==> src/inc/region_checker_pkg.sv <==
package region_checker_pkg;

  // Transaction address and the compared slice of it
  localparam int unsigned TXN_ADDR_W = 40;
  localparam int unsigned CMP_LSB = 8;
  localparam int unsigned CMP_W = 32;

  // Configuration port address map
  localparam int unsigned CFG_ADDR_W = 16;
  localparam int unsigned REGION_SHIFT = 8;
  localparam logic [1:0] FLD_START = 2'h0;
  localparam logic [1:0] FLD_END = 2'h1;
  localparam logic [1:0] FLD_MASTERS = 2'h2;
  localparam logic [1:0] FLD_CONFIG = 2'h3;
  localparam logic [15:0] OFF_START = 16'h0000;
  localparam logic [15:0] OFF_END = 16'h0004;
  localparam logic [15:0] OFF_MASTERS = 16'h0008;
  localparam logic [15:0] OFF_CONFIG = 16'h000c;
  localparam logic [15:0] OFF_CTRL = 16'h1000;
  localparam logic [15:0] OFF_SINK = 16'h1004;
  localparam logic [15:0] OFF_STATUS = 16'h1008;
  localparam logic [15:0] OFF_ENABLED = 16'h100c;

  // Region master allow register
  localparam int unsigned MASTERS_W = 31;
  localparam logic [30:0] MASTERS_RESET = 31'h00000004;
  localparam int unsigned ALLOW_PLATFORM_MANAGER = 2;
  localparam int unsigned ALLOW_APPLICATION_CLUSTER = 18;

  // Region config register fields
  localparam int unsigned CONFIG_W = 6;
  localparam int unsigned CFG_ENABLE = 0;
  localparam int unsigned CFG_READ_PERMIT = 1;
  localparam int unsigned CFG_WRITE_PERMIT = 2;
  localparam int unsigned CFG_NONSECURE = 3;
  localparam int unsigned CFG_STRICT = 4;
  localparam int unsigned CFG_SKIP_ID = 5;
  localparam logic [5:0] CONFIG_RESET = 6'h06;
  localparam logic [31:0] START_RESET = 32'h00000000;
  localparam logic [31:0] END_RESET = 32'h00000000;

  // Control register fields
  localparam int unsigned CTRL_W = 4;
  localparam int unsigned CTRL_UNMATCHED_READ = 0;
  localparam int unsigned CTRL_UNMATCHED_WRITE = 1;
  localparam int unsigned CTRL_POISON_ATTR = 2;
  localparam int unsigned CTRL_POISON_ADDR = 3;
  localparam logic [3:0] CTRL_RESET = 4'h3;

  localparam logic [31:0] SINK_RESET = 32'h00800000;

  // Sticky violation status
  localparam int unsigned STAT_W = 4;
  localparam int unsigned STAT_READ = 1;
  localparam int unsigned STAT_WRITE = 2;
  localparam int unsigned STAT_SECURITY = 3;
  localparam logic [3:0] STAT_RESET = 4'h0;

  localparam int unsigned PROT_NONSECURE = 1;
  localparam logic [1:0] RESP_OKAY = 2'h0;
  localparam logic [1:0] RESP_SLVERR = 2'h2;

endpackage

==> src/hdl/checked_addr_stage.sv <==
// Registered address channel stage; applies poisoning on the way through
module checked_addr_stage #(
  parameter int unsigned ID_W = 5
) (
  input wire logic clk,
  input wire logic rst,
  input wire logic [region_checker_pkg::TXN_ADDR_W-1:0] inAddr,
  input wire logic [2:0] inProt,
  input wire logic [ID_W-1:0] inUser,
  input wire logic inValid,
  output logic inReady,
  input wire logic [region_checker_pkg::STAT_W-1:0] violation,
  input wire logic poisonByAttr,
  input wire logic poisonByAddr,
  input wire logic [31:0] sinkBase,
  output logic [region_checker_pkg::TXN_ADDR_W-1:0] outAddr,
  output logic [2:0] outProt,
  output logic [ID_W-1:0] outUser,
  output logic outValid,
  input wire logic outReady,
  output logic [region_checker_pkg::STAT_W-1:0] takenViolation
);

  logic take;
  logic poisoned;

  assign inReady = !outValid || outReady;
  assign take = inValid && inReady;
  assign poisoned = |violation;
  assign takenViolation = take ? violation : '0;

  always_ff @(posedge clk) begin
    if (rst) begin
      outValid <= 1'b0;
    end else if (inReady) begin
      outValid <= inValid;
    end
  end

  always_ff @(posedge clk) begin
    if (rst) begin
      outAddr <= '0;
      outProt <= '0;
      outUser <= '0;
    end else if (take) begin
      outUser <= inUser;
      outAddr <= inAddr;
      outProt <= inProt;
      if (poisoned && poisonByAddr) begin
        outAddr <= {sinkBase,
          inAddr[region_checker_pkg::CMP_LSB-1:0]};
      end
      if (poisoned && poisonByAttr) begin
        outProt[region_checker_pkg::PROT_NONSECURE] <= 1'b1;
      end
    end
  end

endmodule

==> config.mk <==
export PLATFORM = sky130hd
export DESIGN_NAME = checked_addr_stage
export DESIGN_NICKNAME = d
export VERILOG_FILES = /design/src/inc/region_checker_pkg.sv /design/src/hdl/checked_addr_stage.sv
export SDC_FILE = /design/constraint.sdc
export NUM_CORES = 1
export LEC_CHECK = 0
export BUFFER_PORTS_ARGS = -buffer_cell sky130_fd_sc_hd__buf_2
export CORE_AREA = 2 2 85 87
export CTS_BUF_LIST = sky130_fd_sc_hd__clkbuf_8
export CTS_CLUSTER_SIZE = 8
export DETAILED_ROUTE_END_ITERATION = 8
export DIE_AREA = 0 0 87 89
export GPL_ROUTABILITY_DRIVEN = 0
export PLACE_DENSITY = 0.66
export SLEW_MARGIN = 25
export SYNTH_ARGS = -nofsm -noshare
export SYNTH_HDL_FRONTEND = slang
export SYNTH_SLANG_ARGS = --single-unit
==> constraint.sdc <==
create_clock -name clk -period 1.65 [get_ports clk]
set_input_delay 0.0825 -clock clk [delete_from_list [all_inputs] [get_ports clk]]
set_output_delay 0.0825 -clock clk [all_outputs]
set_load 0.02 [all_outputs]
==> metrics.md, run 1 <==
| Metric | Value |
|---|---|
| Outcome | `complete, no violations` |
| Final wirelength | `between 6000 and 7000 um` |
| Worst-margin pin slew | `approximately 0.62 ns` |
| Initial core utilization | `34.6%` |
| Clock root cell | `clkbuf_8` |
| Skew-Pair Late Insertion Delay | `between 0.2 and 0.3 ns` |
| Clock slew at reported path FFs | `~0.09 ns` |
| Routed met3 length | `505 um` |
| Largest net degree at the start of global routing | `53` |
| Placed Instances | `~470` |
| H-Tree Depth | `2` |
| Crit path DAT | `about 1.5 ns` |
| Commonest non-fill, non-tap cells in the layout | `buf_2 (143), nand2_1 (64), a21oi_1 (50)` |
| DIE HEIGHT | `between 80 and 90 um` |
| Reg2reg end | `outAddr[16]` |
| Largest area contributor in the netlist | `dfxtp_1` |
| Clock Skews | `roughly 0.0058 ns` |
| Vias | `2500` |
| Top routing layer used | `met4` |
| Total gr overflow | `0` |
| RSZ-0062 raised after global routing | `no` |
| CTS tree | `built` |
| Leakage | `between 1.5 and 2 nW` |
| Port-buffer cells | `between 100 and 150` |
| Min-Delay Path Class | `input port to flop` |
| Final Total Pwr | `~2.9 mW` |
| Critical Path Fanout Max | `15` |
| Finished Layout Cells | `480` |
| Slowest stage cell, crit path | `dfxtp_1` |
| First-pass iteration count of the detailed router | `4` |
| Synthesized cell area | `around 0.0023 sq mm` |
| Critical path class | `flop to output pin` |
| Detailed Place HPWL | `approximately 4900 um` |
| CP startpoint | `outValid` |
| Final WS setup | `roughly 0.067 ns` |
| Commonest non-fill, non-tap cell in the layout | `buf_2` |
| Synthesis warning total | `0` |
| Sink Count | `49` |
| Hold_sp | `inAddr[30]` |
| Initial antenna violation count | `0` |
| Seq cells post-synth | `49` |
| Synth area leaders | `dfxtp_1 (42%), a311oi_2 (19%), a21oi_1 (11%), nand2_1 (10%), nand3_1 (3.2%)` |
| Final nets | `490` |
| Number of library cell types mapped by synthesis | `20` |
| Hold Path Stages | `3` |
| Crit path largest cell delay | `around 0.33 ns` |
| Fin. Hold Viols | `0` |
| Final setup vio count | `0` |
| Top-level port count | `around 140` |
| Maxcap violations | `0` |
| First-pass GRT wire length | `between 10000 and 15000 um` |
| Cell area power density | `a little under 900 mW/mm^2` |
| Area growth syn-to-layout | `41.1%` |
| Met2 wire len | `3270 um` |
| Post-placement setup slack | `slightly below 0.04 ns` |
| Total Routing Usage GR | `between 15 and 20%` |
| Wire length on met1 | `roughly 3000 um` |
| Final Util | `around half` |
| Row cnt | `30` |
| Sequential-to-total area share from yosys stat | `between 40% and 50%` |
| DR iter-0 viols | `between 90 and 100` |
| Critical Path RT | `1.57 ns` |
| CTS Buf Count | `5` |
| Number of global-route vias before repair | `roughly 2300` |
| Die area | `roughly 0.0077 sq mm` |
| Layout cells sized above 1 | `between 40 and 50%` |
| Fin crit share | `between 90 and 100%` |
| Worst Reg-to-Reg Cells | `4` |
| Clk buf depth | `2` |
| Sink of the worst hold path | `outAddr[30]` |
| CP Cell Sequence | `nor2b_4 -> buf_8 -> inv_4 -> buf_12 -> and3_1 -> buf_2` |
| Via-to-Cell Ratio | `roughly 5.2` |
| Crit end category | `output pin` |
| Slew margin rel. | `approximately 60%` |
| Die width | `~87 um` |
| R2r setup slk | `about 0.23 ns` |
| Avg Synthesized Cell Area | `~8.8 sq um` |
| Final Max Tran Viols | `0` |
| Worst r2r src | `outValid` |
| Post-synthesis cell count | `around 270` |
| CP Launch Type | `flop` |
| Routed WL per cell | `~15 um` |
| N_diodes | `0` |
| Crit path buf inv count | `4` |
| Share of the synthesized area in the top cell type | `a little over two fifths` |
| ANT nets after route | `0` |
| Layout filler cell count | `approximately 670` |
| Final routed DRC violation total | `0` |
| Syn Nets | `~360` |
| Core area | `between 0.006 and 0.007 sq mm` |
| Top cell family by delay on the critical path | `buffers and inverters` |
| Maximum vdd drop | `~0.50 mV` |
| Hold Buf Count CTS | `0` |
| Max Fclk | `between 0.6 and 0.7 GHz` |
| Min Tclk post-route | `1.58 ns` |
-- cell usage after synthesis --
cell / instances
a211oi_1: 1
buf_1: 2
nor2_1: 1
o21ai_0: 15
clkbuf_1: 15
buf_6: 3
or4_1: 1
buf_2: 8
nor2b_1: 1
a21oi_1: 50
and3_1: 4
nand3_1: 15
inv_1: 1
nand2_1: 64
a311oi_1: 2
inv_2: 1
o41a_1: 1
dfxtp_1: 49
o41ai_4: 1
a311oi_2: 30
-- per-layer routing --
metal	up-vias	track usage (%)
met1	1158	22.7
met5	-	0
met2	107	29.7
li1	1227	-
met4	0	5.68
met3	8	3.60
-- sequential cells by signal, indices dropped and copies added (netlist names) --
register / cells
outValid: 1
outUser: 5
outAddr: 40
outProt: 3
-- logic make-up (layout without fill, tap and decap cells) --
logic type,count (synthesis),count (layout),share of synthesized area (%)
flops,49,49,42.2
buf+inv,30,165,6.25
simple gates,86,86,15.4
compound gates,100,100,36.1
-- where the power goes --
group          switching (mW)  internal, mW
registers              0.0420          1.27
logic                   0.426         0.293
clock network           0.382         0.441
total                   0.850          2.01
-- worst max-delay path by stage --
stage                              to  cells after the start  slack (ns)
floorplan                 outAddr[10]                      5        0.20
global placement          outAddr[16]                      3       -0.04
detailed placement        outAddr[37]                      6        0.04
CTS                 takenViolation[1]                      6        0.04
global route        takenViolation[1]                      6       0.008
finish              takenViolation[1]                      6        0.07
-- per-stage QoR --
| step | hold slack [ns] | setup TNS [ns] | area [sq um] |
|---|---|---|---|
| global placement | 0.349 | -1.08 | 3100 |
| global route | 0.0404 | 0 | 3280 |
| CTS | 0.0317 | 0 | 3250 |
| detailed placement | 0.357 | 0 | 3120 |
| floorplan | 0.230 | 0 | 2320 |
| finish | 0.0408 | 0 | 3280 |
-- repair_timing --
| item | in CTS | in global routing |
|---|---|---|
| setup endpoints to repair | 4 | 4 |
| pin swaps | 0 | 0 |
| resized for setup | 5 | 0 |
| cloned | 0 | 1 |
| buffers inserted | 1 | 0 |
| hold endpoints to repair | 0 | 0 |
-- layout make-up --
cell class	count	area (sq um)	area share, %
clock inverters	2	35.0	1.07
repair buffers	156	871	26.6
well taps	80	100	3.05
multi-input cells	186	1210	37.0
clock buffers	5	68.8	2.10
inverters	2	10.0	0.305
flip-flops and latches	49	981	29.9
-- worst register-to-register path: cells and delay by family, from the launching register on --
| kind | cells | cell delay, ns |
|---|---|---|
| DFF | 1 | 0.32 |
| buffers and inverters | 1 | 0.25 |
| AOI/OAI and AO/OA | 1 | 0.12 |
| and+or+nand+nor | 2 | 0.62 |
Power figures use the tool's default switching activity.
==> run 2: changes to the inputs <==
Settings changed: ABC_AREA set to 1, CORE_AREA 2 2 85 87 to 2 2 86 88, DIE_AREA 0 0 87 89 to 0 0 88 90, HOLD_SLACK_MARGIN set to 0.05.
==> run 2 against run 1 <==
Clock power increased by 6.1%. Cell count rose by 26%. Non-clock buffer count up 4. Flip-flop and latch count did not move. Via count grew 5.0%. Global-route usage fell by 1.2 points. First-iteration DRC count shrank 11%. Synthesized cell count increased by 38%.
==> metrics.md, run 2 <==
| Metric | Value |
|---|---|
| Outcome | `complete, no violations (unchanged)` |
| EDFF count, synth | `0 (unchanged)` |
| Critical Path Sink | `takenViolation[0] (was takenViolation[1])` |
| Commonest non-fill, non-tap cells in the layout | `buf_2 (143), nor2_1 (99), nand2_1 (65) (was buf_2 (143), nand2_1 (64), a21oi_1 (50))` |
| Final Total Pwr | `2.91 mW (was 2.86 mW)` |
| Critical path depth | `5 (was 6)` |
| Worst-margin pin slew | `0.385 ns (was 0.621 ns)` |
| Post-synthesis cell count | `365 (was 265)` |
| Row cnt | `31 (was 30)` |
| Number of library cell types mapped by synthesis | `17 (was 20)` |
| Leakage | `1.96 nW (was 1.52 nW)` |
| Top Registers | `outAddr (40), outUser (5), outProt (3) (unchanged)` |
| Die area | `0.00792 sq mm (was 0.00774 sq mm)` |
| ANT nets after route | `0 (unchanged)` |
| Crit end category | `output pin (unchanged)` |
| Max Fclk | `0.761 GHz (was 0.632 GHz)` |
| Critical Path RT | `1.57 ns (about the same)` |
| First-pass iteration count of the detailed router | `6 (was 4)` |
| Synthesized cell area | `0.00238 sq mm (was 0.00232 sq mm)` |
| R2r setup slk | `0.46 ns (was 0.23 ns)` |
| CP startpoint | `outValid (unchanged)` |
| Clk buf depth | `2 (unchanged)` |
| Commonest non-fill, non-tap cell in the layout | `buf_2 (unchanged)` |
| Synth area leaders | `dfxtp_1 (41%), nor2_1 (16%), nand3_1 (13%), nand2_1 (10%), inv_1 (6.0%) (was dfxtp_1 (42%), a311oi_2 (19%), a21oi_1 (11%), nand2_1 (10%), nand3_1 (3.2%))` |
| Top_reg_cell synth | `dfxtp_1 (unchanged)` |
| Top-level port count | `144 (unchanged)` |
| Register bank with the most flops | `outAddr (unchanged)` |
| CTS tree | `built (unchanged)` |
| Hold Buf Count CTS | `11 (was 0)` |
| Min Tclk post-route | `1.31 ns (was 1.58 ns)` |
| Final nets | `597 (was 490)` |
| Total gr overflow | `0 (unchanged)` |
| Critical Path Fanout Max | `21 (was 15)` |
| Reg2reg end | `outAddr[13] (was outAddr[16])` |
| Largest net degree at the start of global routing | `81 (was 53)` |
| CTS Buf Count | `5 (unchanged)` |
| Clock slew at reported path FFs | `0.09 ns (about the same)` |
| First-pass GRT wire length | `10500 um (was 10900 um)` |
| DIE HEIGHT | `90 um (was 89 um)` |
| Core area | `0.00702 sq mm (was 0.00672 sq mm)` |
| Critical path class | `flop to output pin (unchanged)` |
| Met2 wire len | `3100 um (was 3270 um)` |
| Die width | `88 um (was 87 um)` |
| Port-buffer cells | `143 (unchanged)` |
| Sink Count | `49 (unchanged)` |
| Maximum vdd drop | `0.317 mV (was 0.498 mV)` |
| Wire length on met1 | `2840 um (was 3080 um)` |
| Final Max Tran Viols | `0 (unchanged)` |
| PostCTS Resize Cnt | `0 (was 5)` |
| Syn Nets | `455 (was 355)` |
| Final routed DRC violation total | `0 (unchanged)` |
| Fin crit share | `79.6% (was 95.9%)` |
| Final setup vio count | `0 (unchanged)` |
| Synthesis warning total | `0 (unchanged)` |
| Clock root cell | `clkbuf_8 (unchanged)` |
| Avg Synthesized Cell Area | `6.52 sq um (was 8.77 sq um)` |
| Setup TNS | `0 ns (unchanged)` |
| Crit path largest cell delay | `0.34 ns (was 0.33 ns)` |
| Worst r2r src | `outValid (unchanged)` |
| Via-to-Cell Ratio | `4.32 (was 5.21)` |
| Crit path buf inv count | `2 (was 4)` |
| Worst Reg-to-Reg Cells | `7 (was 4)` |
| Share of the synthesized area in the top cell type | `41.2% (was 42.2%)` |
| Sequential-to-total area share from yosys stat | `41.2% (was 42.2%)` |
| N_diodes | `0 (unchanged)` |
| RSZ-0062 raised after global routing | `no (unchanged)` |
| Initial core utilization | `33.9% (was 34.6%)` |
| CP Launch Type | `flop (unchanged)` |
| Initial antenna violation count | `0 (unchanged)` |
| Post-CTS Setup Bufs | `0 (was 1)` |
| Area growth syn-to-layout | `40.0% (was 41.1%)` |
| Final Util | `47.4% (was 48.8%)` |
| Dominant cell by count in the synthesized netlist | `nor2_1 (was nand2_1)` |
| Clock Skews | `0.00547 ns (was 0.00578 ns)` |
| Top cell family by delay on the critical path | `buffers and inverters (unchanged)` |
| Slew margin rel. | `74.3% (was 58.5%)` |
| Cell area power density | `875 mW/mm^2 (was 871 mW/mm^2)` |
| H-Tree Depth | `2 (unchanged)` |
| DR iter-0 viols | `83 (was 93)` |
| Post-synth top cells | `nor2_1 (99), nand2_1 (65), nand3_1 (64) (was nand2_1 (64), a21oi_1 (50), dfxtp_1 (49))` |
| Vias | `2625 (was 2500)` |
| Layout cells sized above 1 | `31.9% (was 49.3%)` |
| Min-Delay Path Class | `input port to flop (unchanged)` |
| Most frequent CP cell | `nand2_2` |
| FFs w/ async S/R, synth | `0% (unchanged)` |
| Slowest stage cell, crit path | `dfxtp_1 (unchanged)` |
| Fin. Hold Viols | `0 (unchanged)` |
| Largest area contributor in the netlist | `dfxtp_1 (unchanged)` |
| CP Cell Sequence | `nand2_2 -> nand2_2 -> buf_4 -> nor2_1 -> buf_2 (was nor2b_4 -> buf_8 -> inv_4 -> buf_12 -> and3_1 -> buf_2)` |
| Top routing layer used | `met4 (unchanged)` |
| Crit path DAT | `1.23 ns (was 1.50 ns)` |
| Detailed Place HPWL | `4610 um (was 4900 um)` |
| Total Routing Usage GR | `16.5% (was 17.6%)` |
| Skew-Pair Late Insertion Delay | `0.29 ns (about the same)` |
| Number of flip-flops in the largest register | `40 (unchanged)` |
| Seq cells post-synth | `49 (unchanged)` |
| Layout filler cell count | `752 (was 672)` |
| Routed WL per cell | `10.8 um (was 14.5 um)` |
| Maxcap violations | `0 (unchanged)` |
| Number of global-route vias before repair | `2408 (was 2343)` |
| Final wirelength | `6530 um (was 6960 um)` |
| Routed met3 length | `521 um (was 505 um)` |
run 2: where the power goes:
group	total, mW	switching [mW]	internal [mW]
logic	0.715	0.427	0.288
registers	1.32	0.0448	1.28
clock network	0.873	0.384	0.488
total	2.91	0.856	2.06
run 2: through the flow:
stage / cells / instance area (sq um) / hold WS (ns) / setup WS (ns)
floorplan: 365 / 2380 / 0.225 / 0.422
global placement: 587 / 3090 / 0.333 / 0.474
detailed placement: 587 / 3090 / 0.344 / 0.447
CTS: 606 / 3320 / 0.0500 / 0.312
global route: 607 / 3330 / 0.0568 / 0.231
finish: 607 / 3330 / 0.0649 / 0.336
run 2: cell type report:
class                   instances  area, sq um  share of cell area [%]
clock inverters                 2         33.8                    1.01
flip-flops and latches         49          981                    29.5
multi-input cells             252         1070                    32.2
clock buffers                   6         82.6                    2.48
well taps                      99          124                    3.72
inverters                      39          149                    4.47
repair buffers                160          886                    26.6
run 2: cells by family after synthesis:
group	synth area share, %
flip-flops	41.2
buffers and inverters	13.6
AO/OA/AOI/OAI	3.79
AND/OR/NAND/NOR	41.3
run 2: worst reg2reg max path, cell delays in order, from the launching register on:
cell and delay [ns]:
dfxtp_1 0.32, nand2_2 0.08, nand2_2 0.07, inv_4 0.06, buf_12 0.29, nand3_1 0.15
nand2_1 0.09, inv_1 0.04
run 2: how the worst min path moves through the flow:
stage | startpoint | end | slack, ns | cells after the start
CTS | inAddr[30] | outAddr[30] | 0.05 | 5
floorplan | poisonByAttr | outProt[1] | 0.22 | 2
finish | inAddr[14] | outAddr[14] | 0.06 | 5
detailed placement | inAddr[2] | outAddr[2] | 0.34 | 3
global route | inAddr[17] | outAddr[17] | 0.06 | 5
global placement | inAddr[2] | outAddr[2] | 0.33 | 3
run 2: metal layers:
metal,up-vias,track usage (%)
met5,-,0
met4,0,5.26
met3,8,5.69
met2,84,28.0
met1,1137,19.0
li1,1396,-
